File: src/engine_consts.svh
// Named offsets, field positions, sizes, response codes and counts of the transfer engine
`ifndef ENGINE_CONSTS_SVH
`define ENGINE_CONSTS_SVH
`define NCH          8
`define CHW          3
// Register byte offsets
`define OFF_OPER     8'h00
`define OFF_VBASE    8'h04
`define OFF_IBASE    8'h08
`define OFF_SEQEN    8'h0C
`define OFF_DISP     8'h10
`define OFF_STAT     8'h14
// operation_reg fields
`define OP_STOP      0
`define OP_RSKIP     1
// sequence_enable_reg fields
`define SQ_EN        7
`define SQ_CH        2:0
// Descriptor word 0: descriptor_mode_a, descriptor_mode_b, descriptor_mode_c
`define MA_MODE      31:30
`define MA_SZ        29:28
`define MA_SINC      27
`define MA_WRITEBACK_DISABLE_BIT     26
`define MA_SHORT     25
`define MB_CHAIN     23
`define MB_CHZERO    22
`define MB_DINC      21
`define MB_RPTDST    20
`define MB_SEQUENCE_END_BIT     19
`define MB_INDEX_TABLE_REF_BIT      18
`define MB_IRQEACH   17
`define MC_DISP      8
// Descriptor layout and sizes
`define W_MODE       2'h0
`define W_SRC        2'h1
`define W_DST        2'h2
`define W_CNT        2'h3
`define DESC_BYTES   32'h0000_0010
`define AREA_FULL    9'h100
`define RESP_OKAY    2'h0
`define RESP_SLVERR  2'h2
`endif

File: src/engine_pkg.sv
// Types shared by the transfer engine modules
package engine_pkg;
	typedef enum logic [1:0] {XFER_NORMAL, XFER_REPEAT, XFER_BLOCK} xfer_mode_e;
	typedef enum logic [1:0] {SZ_BYTE, SZ_WORD, SZ_LONG} unit_size_e;
	typedef enum logic [2:0] {ST_IDLE, ST_DREAD, ST_SRD, ST_DWR, ST_SEL, ST_WB, ST_NEXT} eng_state_e;
	typedef struct packed {
		logic        we;
		logic [1:0]  size;
		logic [31:0] addr;
		logic [31:0] wdata;
	} mem_cmd_s;
endpackage

File: src/address_stepper.sv
// Next transfer address: increment, displacement, repeat-area reload, short range
`timescale 1ns/1ps
`default_nettype none

module address_stepper (
	input  wire logic [31:0] addr,
	input  wire logic [1:0]  sz,
	input  wire logic        inc,
	input  wire logic        disp_en,
	input  wire logic [31:0] disp,
	input  wire logic        reload,
	input  wire logic [31:0] area,
	input  wire logic        short_mode,
	output logic      [31:0] nxt_addr
);
	logic [31:0] sum;

	// Reload takes back a whole area, landing on the start address again
	always_comb begin
		sum = addr;
		if (inc)
			sum = sum + (32'h0000_0001 << sz);
		if (disp_en)
			sum = sum + disp;
		if (reload)
			sum = sum - area;
		nxt_addr = short_mode ? {{8{sum[23]}}, sum[23:0]} : sum;
	end
endmodule // address_stepper

`default_nettype wire

File: src/transfer_engine.sv
// Interrupt-triggered transfer engine: register slave, sequencer and main-bus master
// Operation
// - Every trigger input is its own channel with its own descriptor.
// - Normal mode moves one unit per activation and stops.
// - Repeat mode moves one unit; repeating address reloads after repeat size.
// - Repeat area holds up to 256 units, 1,024 bytes as longwords.
// - Block mode moves a whole block of 1 to 256 units.
// - Units are byte, word or longword.
// - Descriptors may chain and run in turn on one trigger.
// - Chaining happens every time or only when the count reaches zero.
// - Only one trigger source may use sequence transfer at a time.
// - A sequence trigger selects one of up to 256 sequences.
// - First transferred data value selects the sequence to run.
// - A sequence runs whole or pauses and resumes on the next trigger.
// - Short mode keeps addresses to the low or high 8 MB region.
// - Full mode uses the whole 32-bit address space.
// - CPU interrupt after each transfer or at count end; the code raises it only for descriptors not reached through a chain or the index table.
// - Descriptor re-read is skipped when the same transfer repeats.
// - Fixed source or destination words are not written back.
// - Write-back disable bit suppresses all descriptor write-back.
// - Optional displacement is added to the source address per descriptor.
// - Descriptors carry end and index bits; registers hold base, enable, displacement.
// - Module stop halts new activations to save power.
// - Memory traffic goes over a dedicated main bus on the system clock.
//
// The AXI4-Lite register port and the address map were decided locally.
`timescale 1ns/1ps
`default_nettype none
`include "engine_consts.svh"

module transfer_engine
	import engine_pkg::*;
(
	input  wire logic              aclk,
	input  wire logic              aresetn,
	input  wire logic [`NCH-1:0]   trig_in,
	output logic      [`NCH-1:0]   cpu_irq_ff,
	output logic                   m_req_ff,
	output mem_cmd_s               m_cmd_ff,
	input  wire logic              m_ack,
	input  wire logic [31:0]       m_rdata,
	input  wire logic [7:0]        s_axi_awaddr,
	input  wire logic              s_axi_awvalid,
	output logic                   s_axi_awready,
	input  wire logic [31:0]       s_axi_wdata,
	input  wire logic [3:0]        s_axi_wstrb,
	input  wire logic              s_axi_wvalid,
	output logic                   s_axi_wready,
	output logic      [1:0]        s_axi_bresp,
	output logic                   s_axi_bvalid,
	input  wire logic              s_axi_bready,
	input  wire logic [7:0]        s_axi_araddr,
	input  wire logic              s_axi_arvalid,
	output logic                   s_axi_arready,
	output logic      [31:0]       s_axi_rdata,
	output logic      [1:0]        s_axi_rresp,
	output logic                   s_axi_rvalid,
	input  wire logic              s_axi_rready
);
	////////////////////////////////////////////////////////////////////////////////
	// Helpers

	function automatic mem_cmd_s mk_cmd(input logic we, input logic [1:0] sz,
		input logic [31:0] a, input logic [31:0] d);
		mk_cmd = '{we: we, size: sz, addr: a, wdata: d};
	endfunction

	function automatic logic [31:0] unit_mask(input logic [1:0] sz);
		unit_mask = (sz == SZ_BYTE) ? 32'h0000_00FF :
			(sz == SZ_WORD) ? 32'h0000_FFFF : 32'hFFFF_FFFF;
	endfunction

	function automatic logic [31:0] sext_short(input logic [31:0] a);
		sext_short = {{8{a[23]}}, a[23:0]};
	endfunction

	function automatic logic [31:0] merge_strb(input logic [31:0] old, input logic [31:0] d,
		input logic [3:0] st);
		for (int i = 0; i < 4; i++)
			old[i*8 +: 8] = st[i] ? d[i*8 +: 8] : old[i*8 +: 8];
		merge_strb = old;
	endfunction

	////////////////////////////////////////////////////////////////////////////////
	// Register slave

	logic [1:0]          oper_ff;
	logic [31:0]         vbase_ff;
	logic [31:0]         ibase_ff;
	logic [7:0]          seqen_ff;
	logic [31:0]         disp_ff;
	logic                aw_got_ff;
	logic                w_got_ff;
	logic [7:0]          aw_addr_ff;
	logic [31:0]         w_data_ff;
	logic [3:0]          w_strb_ff;
	logic                wr_fire;
	logic [`NCH-1:0]     pend;
	eng_state_e          state_ff;
	logic                pause_ff;

	assign wr_fire = aw_got_ff && w_got_ff && !s_axi_bvalid;

	// Address and data are caught independently; the write happens once both are in
	always_ff @(posedge aclk) begin
		if (!aresetn) begin
			aw_got_ff     <= 1'b0;
			w_got_ff      <= 1'b0;
			aw_addr_ff    <= 8'h00;
			w_data_ff     <= 32'h0000_0000;
			w_strb_ff     <= 4'h0;
			s_axi_awready <= 1'b1;
			s_axi_wready  <= 1'b1;
			s_axi_bvalid  <= 1'b0;
			s_axi_bresp   <= `RESP_OKAY;
		end else begin
			if (s_axi_awvalid && s_axi_awready) begin
				aw_got_ff     <= 1'b1;
				aw_addr_ff    <= s_axi_awaddr;
				s_axi_awready <= 1'b0;
			end
			if (s_axi_wvalid && s_axi_wready) begin
				w_got_ff     <= 1'b1;
				w_data_ff    <= s_axi_wdata;
				w_strb_ff    <= s_axi_wstrb;
				s_axi_wready <= 1'b0;
			end
			if (wr_fire) begin
				aw_got_ff    <= 1'b0;
				w_got_ff     <= 1'b0;
				s_axi_bvalid <= 1'b1;
				s_axi_bresp  <= (aw_addr_ff > `OFF_DISP || aw_addr_ff[1:0] != 2'h0) ?
					`RESP_SLVERR : `RESP_OKAY;
			end
			if (s_axi_bvalid && s_axi_bready) begin
				s_axi_bvalid  <= 1'b0;
				s_axi_awready <= 1'b1;
				s_axi_wready  <= 1'b1;
			end
		end
	end

	// Software-written configuration; one sequence field means one sequence source
	always_ff @(posedge aclk) begin
		if (!aresetn) begin
			oper_ff  <= 2'h0;
			vbase_ff <= 32'h0000_0000;
			ibase_ff <= 32'h0000_0000;
			seqen_ff <= 8'h00;
			disp_ff  <= 32'h0000_0000;
		end else if (wr_fire) begin
			unique case (aw_addr_ff)
				`OFF_OPER:  oper_ff  <= 2'(merge_strb({30'h0, oper_ff}, w_data_ff, w_strb_ff));
				`OFF_VBASE: vbase_ff <= merge_strb(vbase_ff, w_data_ff, w_strb_ff);
				`OFF_IBASE: ibase_ff <= merge_strb(ibase_ff, w_data_ff, w_strb_ff);
				`OFF_SEQEN: seqen_ff <= 8'(merge_strb({24'h0, seqen_ff}, w_data_ff, w_strb_ff));
				`OFF_DISP:  disp_ff  <= merge_strb(disp_ff, w_data_ff, w_strb_ff);
				default: ;
			endcase
		end
	end

	// Reads answer one cycle after the address; unmapped words give SLVERR and zero
	always_ff @(posedge aclk) begin
		if (!aresetn) begin
			s_axi_arready <= 1'b1;
			s_axi_rvalid  <= 1'b0;
			s_axi_rdata   <= 32'h0000_0000;
			s_axi_rresp   <= `RESP_OKAY;
		end else if (s_axi_arvalid && s_axi_arready) begin
			s_axi_arready <= 1'b0;
			s_axi_rvalid  <= 1'b1;
			s_axi_rresp   <= `RESP_OKAY;
			unique case (s_axi_araddr)
				`OFF_OPER:  s_axi_rdata <= {30'h0, oper_ff};
				`OFF_VBASE: s_axi_rdata <= vbase_ff;
				`OFF_IBASE: s_axi_rdata <= ibase_ff;
				`OFF_SEQEN: s_axi_rdata <= {24'h0, seqen_ff};
				`OFF_DISP:  s_axi_rdata <= disp_ff;
				`OFF_STAT:  s_axi_rdata <= {15'h0, pause_ff, pend, 7'h0, state_ff != ST_IDLE};
				default: begin
					s_axi_rdata <= 32'h0000_0000;
					s_axi_rresp <= `RESP_SLVERR;
				end
			endcase
		end else if (s_axi_rvalid && s_axi_rready) begin
			s_axi_rvalid  <= 1'b0;
			s_axi_arready <= 1'b1;
		end
	end

	////////////////////////////////////////////////////////////////////////////////
	// Descriptor decode and per-unit arithmetic

	logic [31:0]         dw_ff [0:3];
	logic [31:0]         daddr_ff;
	logic [`CHW-1:0]     ch_ff;
	logic [1:0]          widx_ff;
	logic [31:0]         data_ff;
	logic                in_seq_ff;
	logic                chained_ff;
	logic [31:0]         resume_ff;
	logic                cache_ok_ff;
	logic [`CHW-1:0]     cache_ch_ff;
	logic                gnt_valid;
	logic [`CHW-1:0]     gnt_ch;
	logic                take;
	logic                seq_hit;
	logic [31:0]         vaddr;
	xfer_mode_e          md;
	logic [1:0]          sz;
	logic [15:0]         cra;
	logic [15:0]         crb;
	logic [7:0]          lo_dec;
	logic                rld;
	logic [31:0]         area;
	logic [15:0]         cra_n;
	logic [15:0]         crb_n;
	logic                cnt_done;
	logic [31:0]         src_n;
	logic [31:0]         dst_n;
	logic                src_fix;

	assign md      = xfer_mode_e'(dw_ff[`W_MODE][`MA_MODE]);
	assign sz      = dw_ff[`W_MODE][`MA_SZ];
	assign cra     = dw_ff[`W_CNT][31:16];
	assign crb     = dw_ff[`W_CNT][15:0];
	assign lo_dec  = cra[7:0] - 8'h01;
	// A size byte of zero stands for a full area of 256 units
	assign area    = {23'h0, (cra[15:8] == 8'h00) ? `AREA_FULL : {1'b0, cra[15:8]}} << sz;
	assign rld     = (md != XFER_NORMAL) && (lo_dec == 8'h00);
	assign cra_n   = (md == XFER_NORMAL) ? cra - 16'h0001 :
		{cra[15:8], rld ? cra[15:8] : lo_dec};
	assign crb_n   = (md == XFER_BLOCK && rld) ? crb - 16'h0001 : crb;
	assign cnt_done = (md == XFER_NORMAL) ? (cra == 16'h0000) :
		(md == XFER_BLOCK) ? (crb == 16'h0000) : 1'b0;
	assign src_fix = !dw_ff[`W_MODE][`MA_SINC] && !dw_ff[`W_MODE][`MC_DISP];
	assign seq_hit = seqen_ff[`SQ_EN] && (gnt_ch == seqen_ff[`SQ_CH]);
	assign vaddr   = vbase_ff + ({29'h0, gnt_ch} << 4);
	assign take    = (state_ff == ST_IDLE) && gnt_valid && !oper_ff[`OP_STOP];

	trigger_arbiter u_arb (
		.aclk      (aclk),
		.aresetn   (aresetn),
		.trig      (trig_in),
		.take      (take),
		.take_ch   (gnt_ch),
		.pend_ff   (pend),
		.gnt_valid (gnt_valid),
		.gnt_ch    (gnt_ch)
	);

	address_stepper u_src (
		.addr       (dw_ff[`W_SRC]),
		.sz         (sz),
		.inc        (dw_ff[`W_MODE][`MA_SINC]),
		.disp_en    (dw_ff[`W_MODE][`MC_DISP]),
		.disp       (disp_ff),
		.reload     (rld && !dw_ff[`W_MODE][`MB_RPTDST]),
		.area       (area),
		.short_mode (dw_ff[`W_MODE][`MA_SHORT]),
		.nxt_addr   (src_n)
	);

	address_stepper u_dst (
		.addr       (dw_ff[`W_DST]),
		.sz         (sz),
		.inc        (dw_ff[`W_MODE][`MB_DINC]),
		.disp_en    (1'b0),
		.disp       (disp_ff),
		.reload     (rld && dw_ff[`W_MODE][`MB_RPTDST]),
		.area       (area),
		.short_mode (dw_ff[`W_MODE][`MA_SHORT]),
		.nxt_addr   (dst_n)
	);

	////////////////////////////////////////////////////////////////////////////////
	// Sequencer and main-bus master; a request holds until the cycle of its ack

	always_ff @(posedge aclk) begin
		if (!aresetn) begin
			state_ff    <= ST_IDLE;
			m_req_ff    <= 1'b0;
			m_cmd_ff    <= '0;
			cpu_irq_ff  <= '0;
			daddr_ff    <= 32'h0000_0000;
			ch_ff       <= '0;
			widx_ff     <= 2'h0;
			data_ff     <= 32'h0000_0000;
			in_seq_ff   <= 1'b0;
			chained_ff  <= 1'b0;
			pause_ff    <= 1'b0;
			resume_ff   <= 32'h0000_0000;
			cache_ok_ff <= 1'b0;
			cache_ch_ff <= '0;
			for (int i = 0; i < 4; i++)
				dw_ff[i] <= 32'h0000_0000;
		end else begin
			cpu_irq_ff <= '0;
			if (wr_fire)
				cache_ok_ff <= 1'b0;
			unique case (state_ff)
				ST_IDLE: if (take) begin
					ch_ff      <= gnt_ch;
					chained_ff <= 1'b0;
					in_seq_ff  <= seq_hit;
					m_req_ff   <= 1'b1;
					widx_ff    <= 2'h0;
					if (seq_hit && pause_ff) begin
						daddr_ff <= resume_ff;
						m_cmd_ff <= mk_cmd(1'b0, SZ_LONG, resume_ff, 32'h0);
						state_ff <= ST_DREAD;
					end else if (oper_ff[`OP_RSKIP] && cache_ok_ff && cache_ch_ff == gnt_ch && !seq_hit) begin
						daddr_ff <= vaddr;
						m_cmd_ff <= mk_cmd(1'b0, sz, dw_ff[`W_SRC], 32'h0);
						state_ff <= ST_SRD;
					end else begin
						daddr_ff <= vaddr;
						m_cmd_ff <= mk_cmd(1'b0, SZ_LONG, vaddr, 32'h0);
						state_ff <= ST_DREAD;
					end
				end
				ST_DREAD: if (m_ack) begin
					dw_ff[widx_ff] <= ((widx_ff == `W_SRC || widx_ff == `W_DST) &&
						dw_ff[`W_MODE][`MA_SHORT]) ? sext_short(m_rdata) : m_rdata;
					if (widx_ff == `W_CNT) begin
						m_cmd_ff <= mk_cmd(1'b0, sz, dw_ff[`W_SRC], 32'h0);
						state_ff <= ST_SRD;
					end else begin
						widx_ff  <= widx_ff + 2'h1;
						m_cmd_ff <= mk_cmd(1'b0, SZ_LONG, daddr_ff + ({30'h0, widx_ff + 2'h1} << 2), 32'h0);
					end
				end
				ST_SRD: if (m_ack) begin
					data_ff  <= m_rdata & unit_mask(sz);
					m_cmd_ff <= mk_cmd(1'b1, sz, dw_ff[`W_DST], m_rdata & unit_mask(sz));
					state_ff <= ST_DWR;
				end
				ST_DWR: if (m_ack) begin
					dw_ff[`W_SRC] <= src_n;
					dw_ff[`W_DST] <= dst_n;
					dw_ff[`W_CNT] <= {cra_n, crb_n};
					if (in_seq_ff && dw_ff[`W_MODE][`MB_INDEX_TABLE_REF_BIT]) begin
						// First unit of a sequence trigger picks the index table entry
						m_cmd_ff <= mk_cmd(1'b0, SZ_LONG, ibase_ff + {22'h0, data_ff[7:0], 2'h0}, 32'h0);
						state_ff <= ST_SEL;
					end else if (md == XFER_BLOCK && !rld) begin
						m_cmd_ff <= mk_cmd(1'b0, sz, src_n, 32'h0);
						state_ff <= ST_SRD;
					end else begin
						m_req_ff <= 1'b0;
						widx_ff  <= `W_SRC;
						state_ff <= dw_ff[`W_MODE][`MA_WRITEBACK_DISABLE_BIT] ? ST_NEXT : ST_WB;
					end
				end
				ST_SEL: if (m_ack) begin
					daddr_ff   <= m_rdata;
					chained_ff <= 1'b1;
					widx_ff    <= 2'h0;
					m_cmd_ff   <= mk_cmd(1'b0, SZ_LONG, m_rdata, 32'h0);
					state_ff   <= ST_DREAD;
				end
				ST_WB: if (!m_req_ff) begin
					// Fixed addresses leave their words untouched in memory
					if ((widx_ff == `W_SRC && src_fix) ||
						(widx_ff == `W_DST && !dw_ff[`W_MODE][`MB_DINC])) begin
						widx_ff <= widx_ff + 2'h1;
					end else begin
						m_req_ff <= 1'b1;
						m_cmd_ff <= mk_cmd(1'b1, SZ_LONG, daddr_ff + ({30'h0, widx_ff} << 2),
							dw_ff[widx_ff]);
					end
				end else if (m_ack) begin
					m_req_ff <= 1'b0;
					if (widx_ff == `W_CNT)
						state_ff <= ST_NEXT;
					else
						widx_ff <= widx_ff + 2'h1;
				end
				ST_NEXT: begin
					if (!chained_ff && (dw_ff[`W_MODE][`MB_IRQEACH] || cnt_done))
						cpu_irq_ff[ch_ff] <= 1'b1;
					widx_ff <= 2'h0;
					if (in_seq_ff ? (!dw_ff[`W_MODE][`MB_SEQUENCE_END_BIT] && dw_ff[`W_MODE][`MB_CHAIN]) :
						(dw_ff[`W_MODE][`MB_CHAIN] && (!dw_ff[`W_MODE][`MB_CHZERO] || cnt_done))) begin
						daddr_ff   <= daddr_ff + `DESC_BYTES;
						chained_ff <= 1'b1;
						m_req_ff   <= 1'b1;
						m_cmd_ff   <= mk_cmd(1'b0, SZ_LONG, daddr_ff + `DESC_BYTES, 32'h0);
						state_ff   <= ST_DREAD;
					end else begin
						if (in_seq_ff) begin
							pause_ff  <= !dw_ff[`W_MODE][`MB_SEQUENCE_END_BIT];
							resume_ff <= daddr_ff + `DESC_BYTES;
						end
						cache_ok_ff <= !chained_ff && !in_seq_ff && !wr_fire;
						cache_ch_ff <= ch_ff;
						state_ff    <= ST_IDLE;
					end
				end
			endcase
		end
	end
endmodule // transfer_engine

`default_nettype wire

File: src/trigger_arbiter.sv
// Per-channel activation latches and fixed-priority grant
`timescale 1ns/1ps
`default_nettype none
`include "engine_consts.svh"

module trigger_arbiter (
	input  wire logic              aclk,
	input  wire logic              aresetn,
	input  wire logic [`NCH-1:0]   trig,
	input  wire logic              take,
	input  wire logic [`CHW-1:0]   take_ch,
	output logic      [`NCH-1:0]   pend_ff,
	output logic                   gnt_valid,
	output logic      [`CHW-1:0]   gnt_ch
);
	// A new trigger in the cycle it is taken stays pending, so no request is lost
	always_ff @(posedge aclk) begin
		if (!aresetn) begin
			pend_ff <= '0;
		end else begin
			for (int i = 0; i < `NCH; i++) begin
				if (trig[i])
					pend_ff[i] <= 1'b1;
				else if (take && (take_ch == i[`CHW-1:0]))
					pend_ff[i] <= 1'b0;
			end
		end
	end

	// Lowest channel wins; a busy low channel can starve the high ones
	always_comb begin
		gnt_valid = 1'b0;
		gnt_ch    = '0;
		for (int i = `NCH-1; i >= 0; i--) begin
			if (pend_ff[i]) begin
				gnt_valid = 1'b1;
				gnt_ch    = i[`CHW-1:0];
			end
		end
	end
endmodule // trigger_arbiter

`default_nettype wire
File: config.mk
export PLATFORM = sky130hd
export DESIGN_NAME = transfer_engine
export DESIGN_NICKNAME = d
export VERILOG_FILES = /design/src/engine_pkg.sv /design/src/address_stepper.sv /design/src/transfer_engine.sv /design/src/trigger_arbiter.sv
export VERILOG_INCLUDE_DIRS = /design/src
export SDC_FILE = /design/constraint.sdc
export NUM_CORES = 2
export LEC_CHECK = 0
export BUFFER_PORTS_ARGS = -buffer_cell sky130_fd_sc_hd__buf_2
export CORE_MARGIN = 3
export CORE_UTILIZATION = 25
export CTS_CLUSTER_SIZE = 40
export DETAILED_ROUTE_END_ITERATION = 8
export GPL_TIMING_DRIVEN = 0
export MAX_ROUTING_LAYER = met4
export RECOVER_POWER = 25
export SYNTH_ARGS = -nofsm -noshare
export SYNTH_HDL_FRONTEND = slang
export SYNTH_SLANG_ARGS = --single-unit
File: constraint.sdc
create_clock -name aclk -period 16.64 [get_ports aclk]
set_clock_uncertainty 0.05 [all_clocks]
set_input_delay 1.664 -clock aclk [delete_from_list [all_inputs] [get_ports aclk]]
set_output_delay 1.664 -clock aclk [all_outputs]
set_load 0.05 [all_outputs]
* Word level (Yosys, flattened, before mapping)
Memories as Yosys holds them, arrays and structs flattened. A register that Yosys moved wholly into a read port is not among the register bits.
Cells that the tools add are included.
** Storage, ports and cells
- RAM bits :: 128
- Memories :: 1
- Output and inout port bits :: 117
- Register bits :: 364
- Logic and storage cells :: 366
** Memory list
- dw_ff :: words 4, width 32, rd ports 5, clocked after Yosys merged registers in 1, write ports 4, line transfer_engine.sv:195 : logic [31:0] dw_ff [0:3];
** Operators by class
- $add $sub $neg :: 14
- Reduce and logical (&&, ||, !) cells :: 109
- Muxes and demuxes :: 134
- Bitwise gates (word level) :: 6
- Order comparisons :: 3
- Equal/unequal tests :: 45
- Shifts and indexed selects :: 2
** Operator list (count)
- $mux W67 :: 10
- $mux W32 :: 18
- $pmux W67 S7 :: 1
- $mux W66 :: 3
- $pmux W32 S6 :: 1
- $add A32 B32 Y32 :: 3
- $pmux W32 S3 :: 1
- $add A32 B4 Y32 :: 2
- $sub A32 B32 Y32 :: 2
- $mux W3 :: 19
- $mux W1 :: 55
- $reduce_and A3 Y1 :: 16
- $logic_and A1 B1 Y1 :: 38
- $mux W2 :: 17
- $add A32 B10 Y32 :: 1
- $add A32 B5 Y32 const B :: 1
- $add A32 B7 Y32 :: 1
- $and A32 B32 Y32 :: 1
- $eq A8 B4 Y1 const B :: 4
- $logic_not A16 Y1 :: 2
- $logic_not A8 Y1 :: 4
- $mux W16 :: 2
- $reduce_or A32 Y1 :: 1
- $shl A1 B2 Y32 const A :: 1
- 42 further kinds :: 109

* Logic depth before layout (Yosys ltp)
- Depth after elaboration :: 16
- Mapped depth :: 26
- Mapped depth without buffers :: 25

* Hierarchy
A second synthesis with hierarchy kept.
** Second synthesis, totals
- Cell total of the unflattened synthesis :: 4444
- Area total of the unflattened synthesis :: 36368.6 um^2
** By module, submodules not included
- transfer_engine :: area each 26610.5 um^2, instances 1, cells each 3029, seq. area each 10970.5 um^2
- address_stepper (u_src) :: area each 4805.9 um^2, instances 1, cells each 705, seq. area each 0.0 um^2
- address_stepper (u_dst) :: area each 4564.4 um^2, instances 1, cells each 661, seq. area each 0.0 um^2
- trigger_arbiter :: area each 387.9 um^2, instances 1, cells each 49, seq. area each 160.2 um^2

* Least setup slack after synthesis
OpenSTA, ideal clock, no wires.
- Path kind :: flip-flop to flip-flop
- Start point :: memory dw_ff[0][28]
- End point :: memory dw_ff[1][24], data pin
- Buffers on the path :: 2
- Setup time :: 0.271 ns
- Path slack :: 10.562 ns
- Arrival :: 5.757 ns
- Stages on the path, launching flop included :: 26
- Clock period less this slack :: 6.078 ns
- Cells stage by stage :: edfxtp_1 buf_2 clkbuf_1 and2_1 ha_1 o21ai_0 o31ai_2 nand2_1 xnor2_1 ha_1 a21o_2 a21oi_1 a21boi_0 o21ai_0 nor4b_1 nor3_1 ha_1 a21oi_1 o22ai_1 o41a_1 or2_2 nor2_4 and3_1 xnor2_1 o21ai_1 o22ai_1
** RTL lines (line)
- start, declared :: transfer_engine.sv:195

==> flow_metrics.env <==
export IMPL_grt_max_degree=33
export IMPL_design_area_sq_mm=0.0386
export IMPL_gp_congestion=1.08
export IMPL_synth_top_area_share_pct=21.8
export IMPL_die_h_microns=372
export IMPL_max_stage_delay_ns=1.04
export IMPL_yosysSeqAreaShare_pct=33.3
export IMPL_rr_startpoint="dw_ff[0][28]$_SDFFCE_PN0P_"
export IMPL_grt_pass1_vias=33361
export IMPL_synth_top_family_by_area="compound AO/OA/AOI/OAI gates"
export IMPL_synth_compound_area_share_pct=21.8
export IMPL_crit_top_cell="o21ai_0"
export IMPL_core_sq_mm=0.132
export IMPL_grt_overflow=0
export IMPL_start_kind="flip-flop"
export IMPL_status="finished with violations"
export IMPL_cts_resized=0
export IMPL_slowest_stage="a2111oi_0"
export IMPL_area_delta_synth_final_pct=15.6
export IMPL_layout_common_cells="nor2_1 (509), nand2_1 (494), clkbuf_1 (384)"
export IMPL_portBuffers=206
export IMPL_tightest_slew_ns=1.69
export IMPL_dp_slack_ns=8.24
export IMPL_fin_util_pct=29.2
export IMPL_min_period_ns=8.76
export IMPL_synthTopCellsByArea="dfxtp_1 (22%), edfxtp_1 (12%), nor2_1 (5.7%)"
export IMPL_clock_root_buffer="clkbuf_16"
export IMPL_hpwlAfterDp_mm=151
export IMPL_synthMuxAreaShare_pct=7.91
export IMPL_yosys_area_share_simple_pct=21.6
export IMPL_clkLatencyLatePin_ns=0.70
export IMPL_die_w_microns=372
export IMPL_cts_tree="built"
export IMPL_cts_max_path_buffers=3
export IMPL_drt_initial_drc_count=5169
export IMPL_violations="capacitance limit, slew limit"
export IMPL_die_area_sq_mm=0.138
export IMPL_htree_levels=2
export IMPL_fillCellCount=14418
export IMPL_num_vias=36398
export IMPL_synthFlopType="dfxtp_1"
export IMPL_cp_max_fo=10
export IMPL_max_slew_margin_pct=-13.0
export IMPL_drc=0
export IMPL_finalSetupTns_ns=0
export IMPL_instances_no_fill=6267
export IMPL_netlist_area_sq_mm=0.0334
export IMPL_cts_setup_buffers=0
export IMPL_clock_sinks=492
export IMPL_numCtsBuffers=58
export IMPL_grt_setup_unrepaired="no"
export IMPL_synth_edf_count=128
export IMPL_crit_required_ns=17.11
export IMPL_min_path_type="flip-flop to flip-flop"
export IMPL_grt_pass1_wl_mm=261
export IMPL_synthAdderAreaFrac_pct=3.71
export IMPL_wl_per_cell_microns=30.6
export IMPL_path_delay_family="compound AO/OA/AOI/OAI gates"
export IMPL_final_layout_size_suffix_gt1_share_pct=7.19
export IMPL_hold_viol_final=0
export IMPL_synth_area_per_cell_sq_um=8.00
export IMPL_crit_start="dw_ff[0][28]$_SDFFCE_PN0P_"
export IMPL_power_density_mw_per_mm2=129
export IMPL_peakVddDrop_mv=0.0846
export IMPL_cp_end_kind="flip-flop"
export IMPL_path_buf_inv=3
export IMPL_num_io_pins=217
export IMPL_post_dp_cell_area_sq_mm=0.0367
export IMPL_critical_path_class="flip-flop to flip-flop"
export IMPL_regArea_sq_mm=0.0111
export IMPL_layout_commonest_cell="nor2_1"
export IMPL_finalPower_mw=5.00
export IMPL_finalSetupViolCount=0
export IMPL_drtPass1Iterations=8
export IMPL_antenna_found_initial=20
export IMPL_dp_cells=6139
export IMPL_synth_xor_area_share_pct=7.02
export IMPL_worst_ep_arrival_time_ns=9.23
export IMPL_crit_chain="buf_2 -> clkbuf_1 -> and2_1 -> ha_1 -> o21ai_0 -> a31oi_1 -> xor2_1 -> ha_1 -> buf_2 -> o2111ai_1 -> a21boi_0 -> o21ai_0 -> nor4b_1 -> nor3_1 -> ha_1 -> a21oi_1 -> o22ai_1 -> o41a_1 -> a211oi_1 -> xnor2_1 -> nand2_1 -> o21ai_0 -> a2111oi_0 -> o21ai_0"
export IMPL_cts_hold_buf=0
export IMPL_hp_start="m_cmd_ff[50]$_SDFFE_PN0P_"
export IMPL_holdWs_ns=0.413
export IMPL_viasPerCell=5.81
export IMPL_initial_utilization_pct=25.3
export IMPL_grt_use_total_pct=27.5
export IMPL_timing_fmax_mhz=114
export IMPL_routed_wl_mm=192
export IMPL_drv_slew=23
export IMPL_antenna_left=0
export IMPL_postSynth_asyncResetShare_pct=0
export IMPL_nets=4639
export IMPL_row_count=133
export IMPL_yosysWarnings=0
export IMPL_yosysTopAreaCell="dfxtp_1"
export IMPL_synthDistinctLibCells=104
export IMPL_multiInputGateArea_sq_mm=0.0208
export IMPL_path_clk_slew_ns=0.06
export IMPL_timing_final_crit_share_pct=52.6
export IMPL_fin_ws_ns=7.88
export IMPL_ys_ff_latch=492
export IMPL_power_leakage_nw=13.8
export IMPL_synth_cells=4175
export IMPL_cap_viol_max_count=2
==> cell usage after synthesis, drive strengths merged, types with 49 or more instances <==
| library cell | count |
|---|---|
| nand2 | 497 |
| ha | 87 |
| buf | 55 |
| nor3 | 123 |
| a211oi | 69 |
| a21oi | 369 |
| o21ai | 244 |
| mux2i | 164 |
| xor2 | 92 |
| xnor2 | 176 |
| dfxtp | 364 |
| nand4 | 49 |
| and3 | 76 |
| a221oi | 55 |
| nand3 | 114 |
| nor2 | 510 |
| edfxtp | 128 |
| o211ai | 49 |
| inv | 75 |
| clkbuf | 260 |
==> tightest hold or removal path, stage by stage, from the launching register on <==
cell and delay, ns:
dfxtp_1 0.31, nand2_1 0.05, a21oi_1 0.05
==> registers in the layout, indices dropped and copies added, names as in the netlist, 8 cells and up, named ones only <==
signal,flops
cpu_irq_ff,8
data_ff,8
daddr_ff,32
m_cmd_ff,67
disp_ff,32
w_data_ff,32
vbase_ff,32
ibase_ff,32
u_arb.pend_ff,8
seqen_ff,8
resume_ff,32
aw_addr_ff,8
s_axi_rdata,32
dw_ff,128
==> power by group <==
group / switching [mW] / leakage (nW) / internal [mW]
clock: 0.585 / 0.965 / 0.796
combinational: 1.60 / 8.55 / 0.493
sequential: 0.175 / 4.28 / 1.36
total: 2.36 / 13.8 / 2.65
==> area by class of cell <==
class | count | share of cell area, %
diodes | 21 | 0.136
well taps | 1755 | 5.68
clock inverters | 28 | 0.991
clock buffers | 78 | 4.21
flip-flops and latches | 492 | 28.8
repair buffers | 209 | 2.43
inverters | 77 | 0.748
multi-input cells | 3291 | 53.7
plain buffers | 316 | 3.29
==> worst paths after layout <==
path | endpoint | slack [ns] | cells after the start
max | m_cmd_ff[45]$_SDFFE_PN0P_ | 7.88 | 24
min | m_cmd_ff[50]$_SDFFE_PN0P_ | 0.41 | 2
min reg2reg | m_cmd_ff[50]$_SDFFE_PN0P_ | 0.41 | 2
max reg2reg | m_cmd_ff[45]$_SDFFE_PN0P_ | 7.88 | 24
==> cells by family after synthesis <==
family	after synthesis
AOI/OAI and AO/OA	1132
xor gates and xnor gates	268
adders and majority gates	95
buffers and inverters	393
DFF	492
muxes	221
other	1
and+or+nand+nor	1573
==> metal layers <==
layer | vias up | GRT usage (%) | part of all wire [%] | routed length, microns
met2 | 2326 | 40.4 | 43 | 81600
met3 | 540 | 6.87 | 11 | 21300
met5 | - | - | 0 | 0
li1 | 15756 | - | - | -
met1 | 17776 | 33.4 | 39 | 74300
met4 | 0 | 17.6 | 7.6 | 14700
No activity file was read; power rests on OpenSTA's default activity.
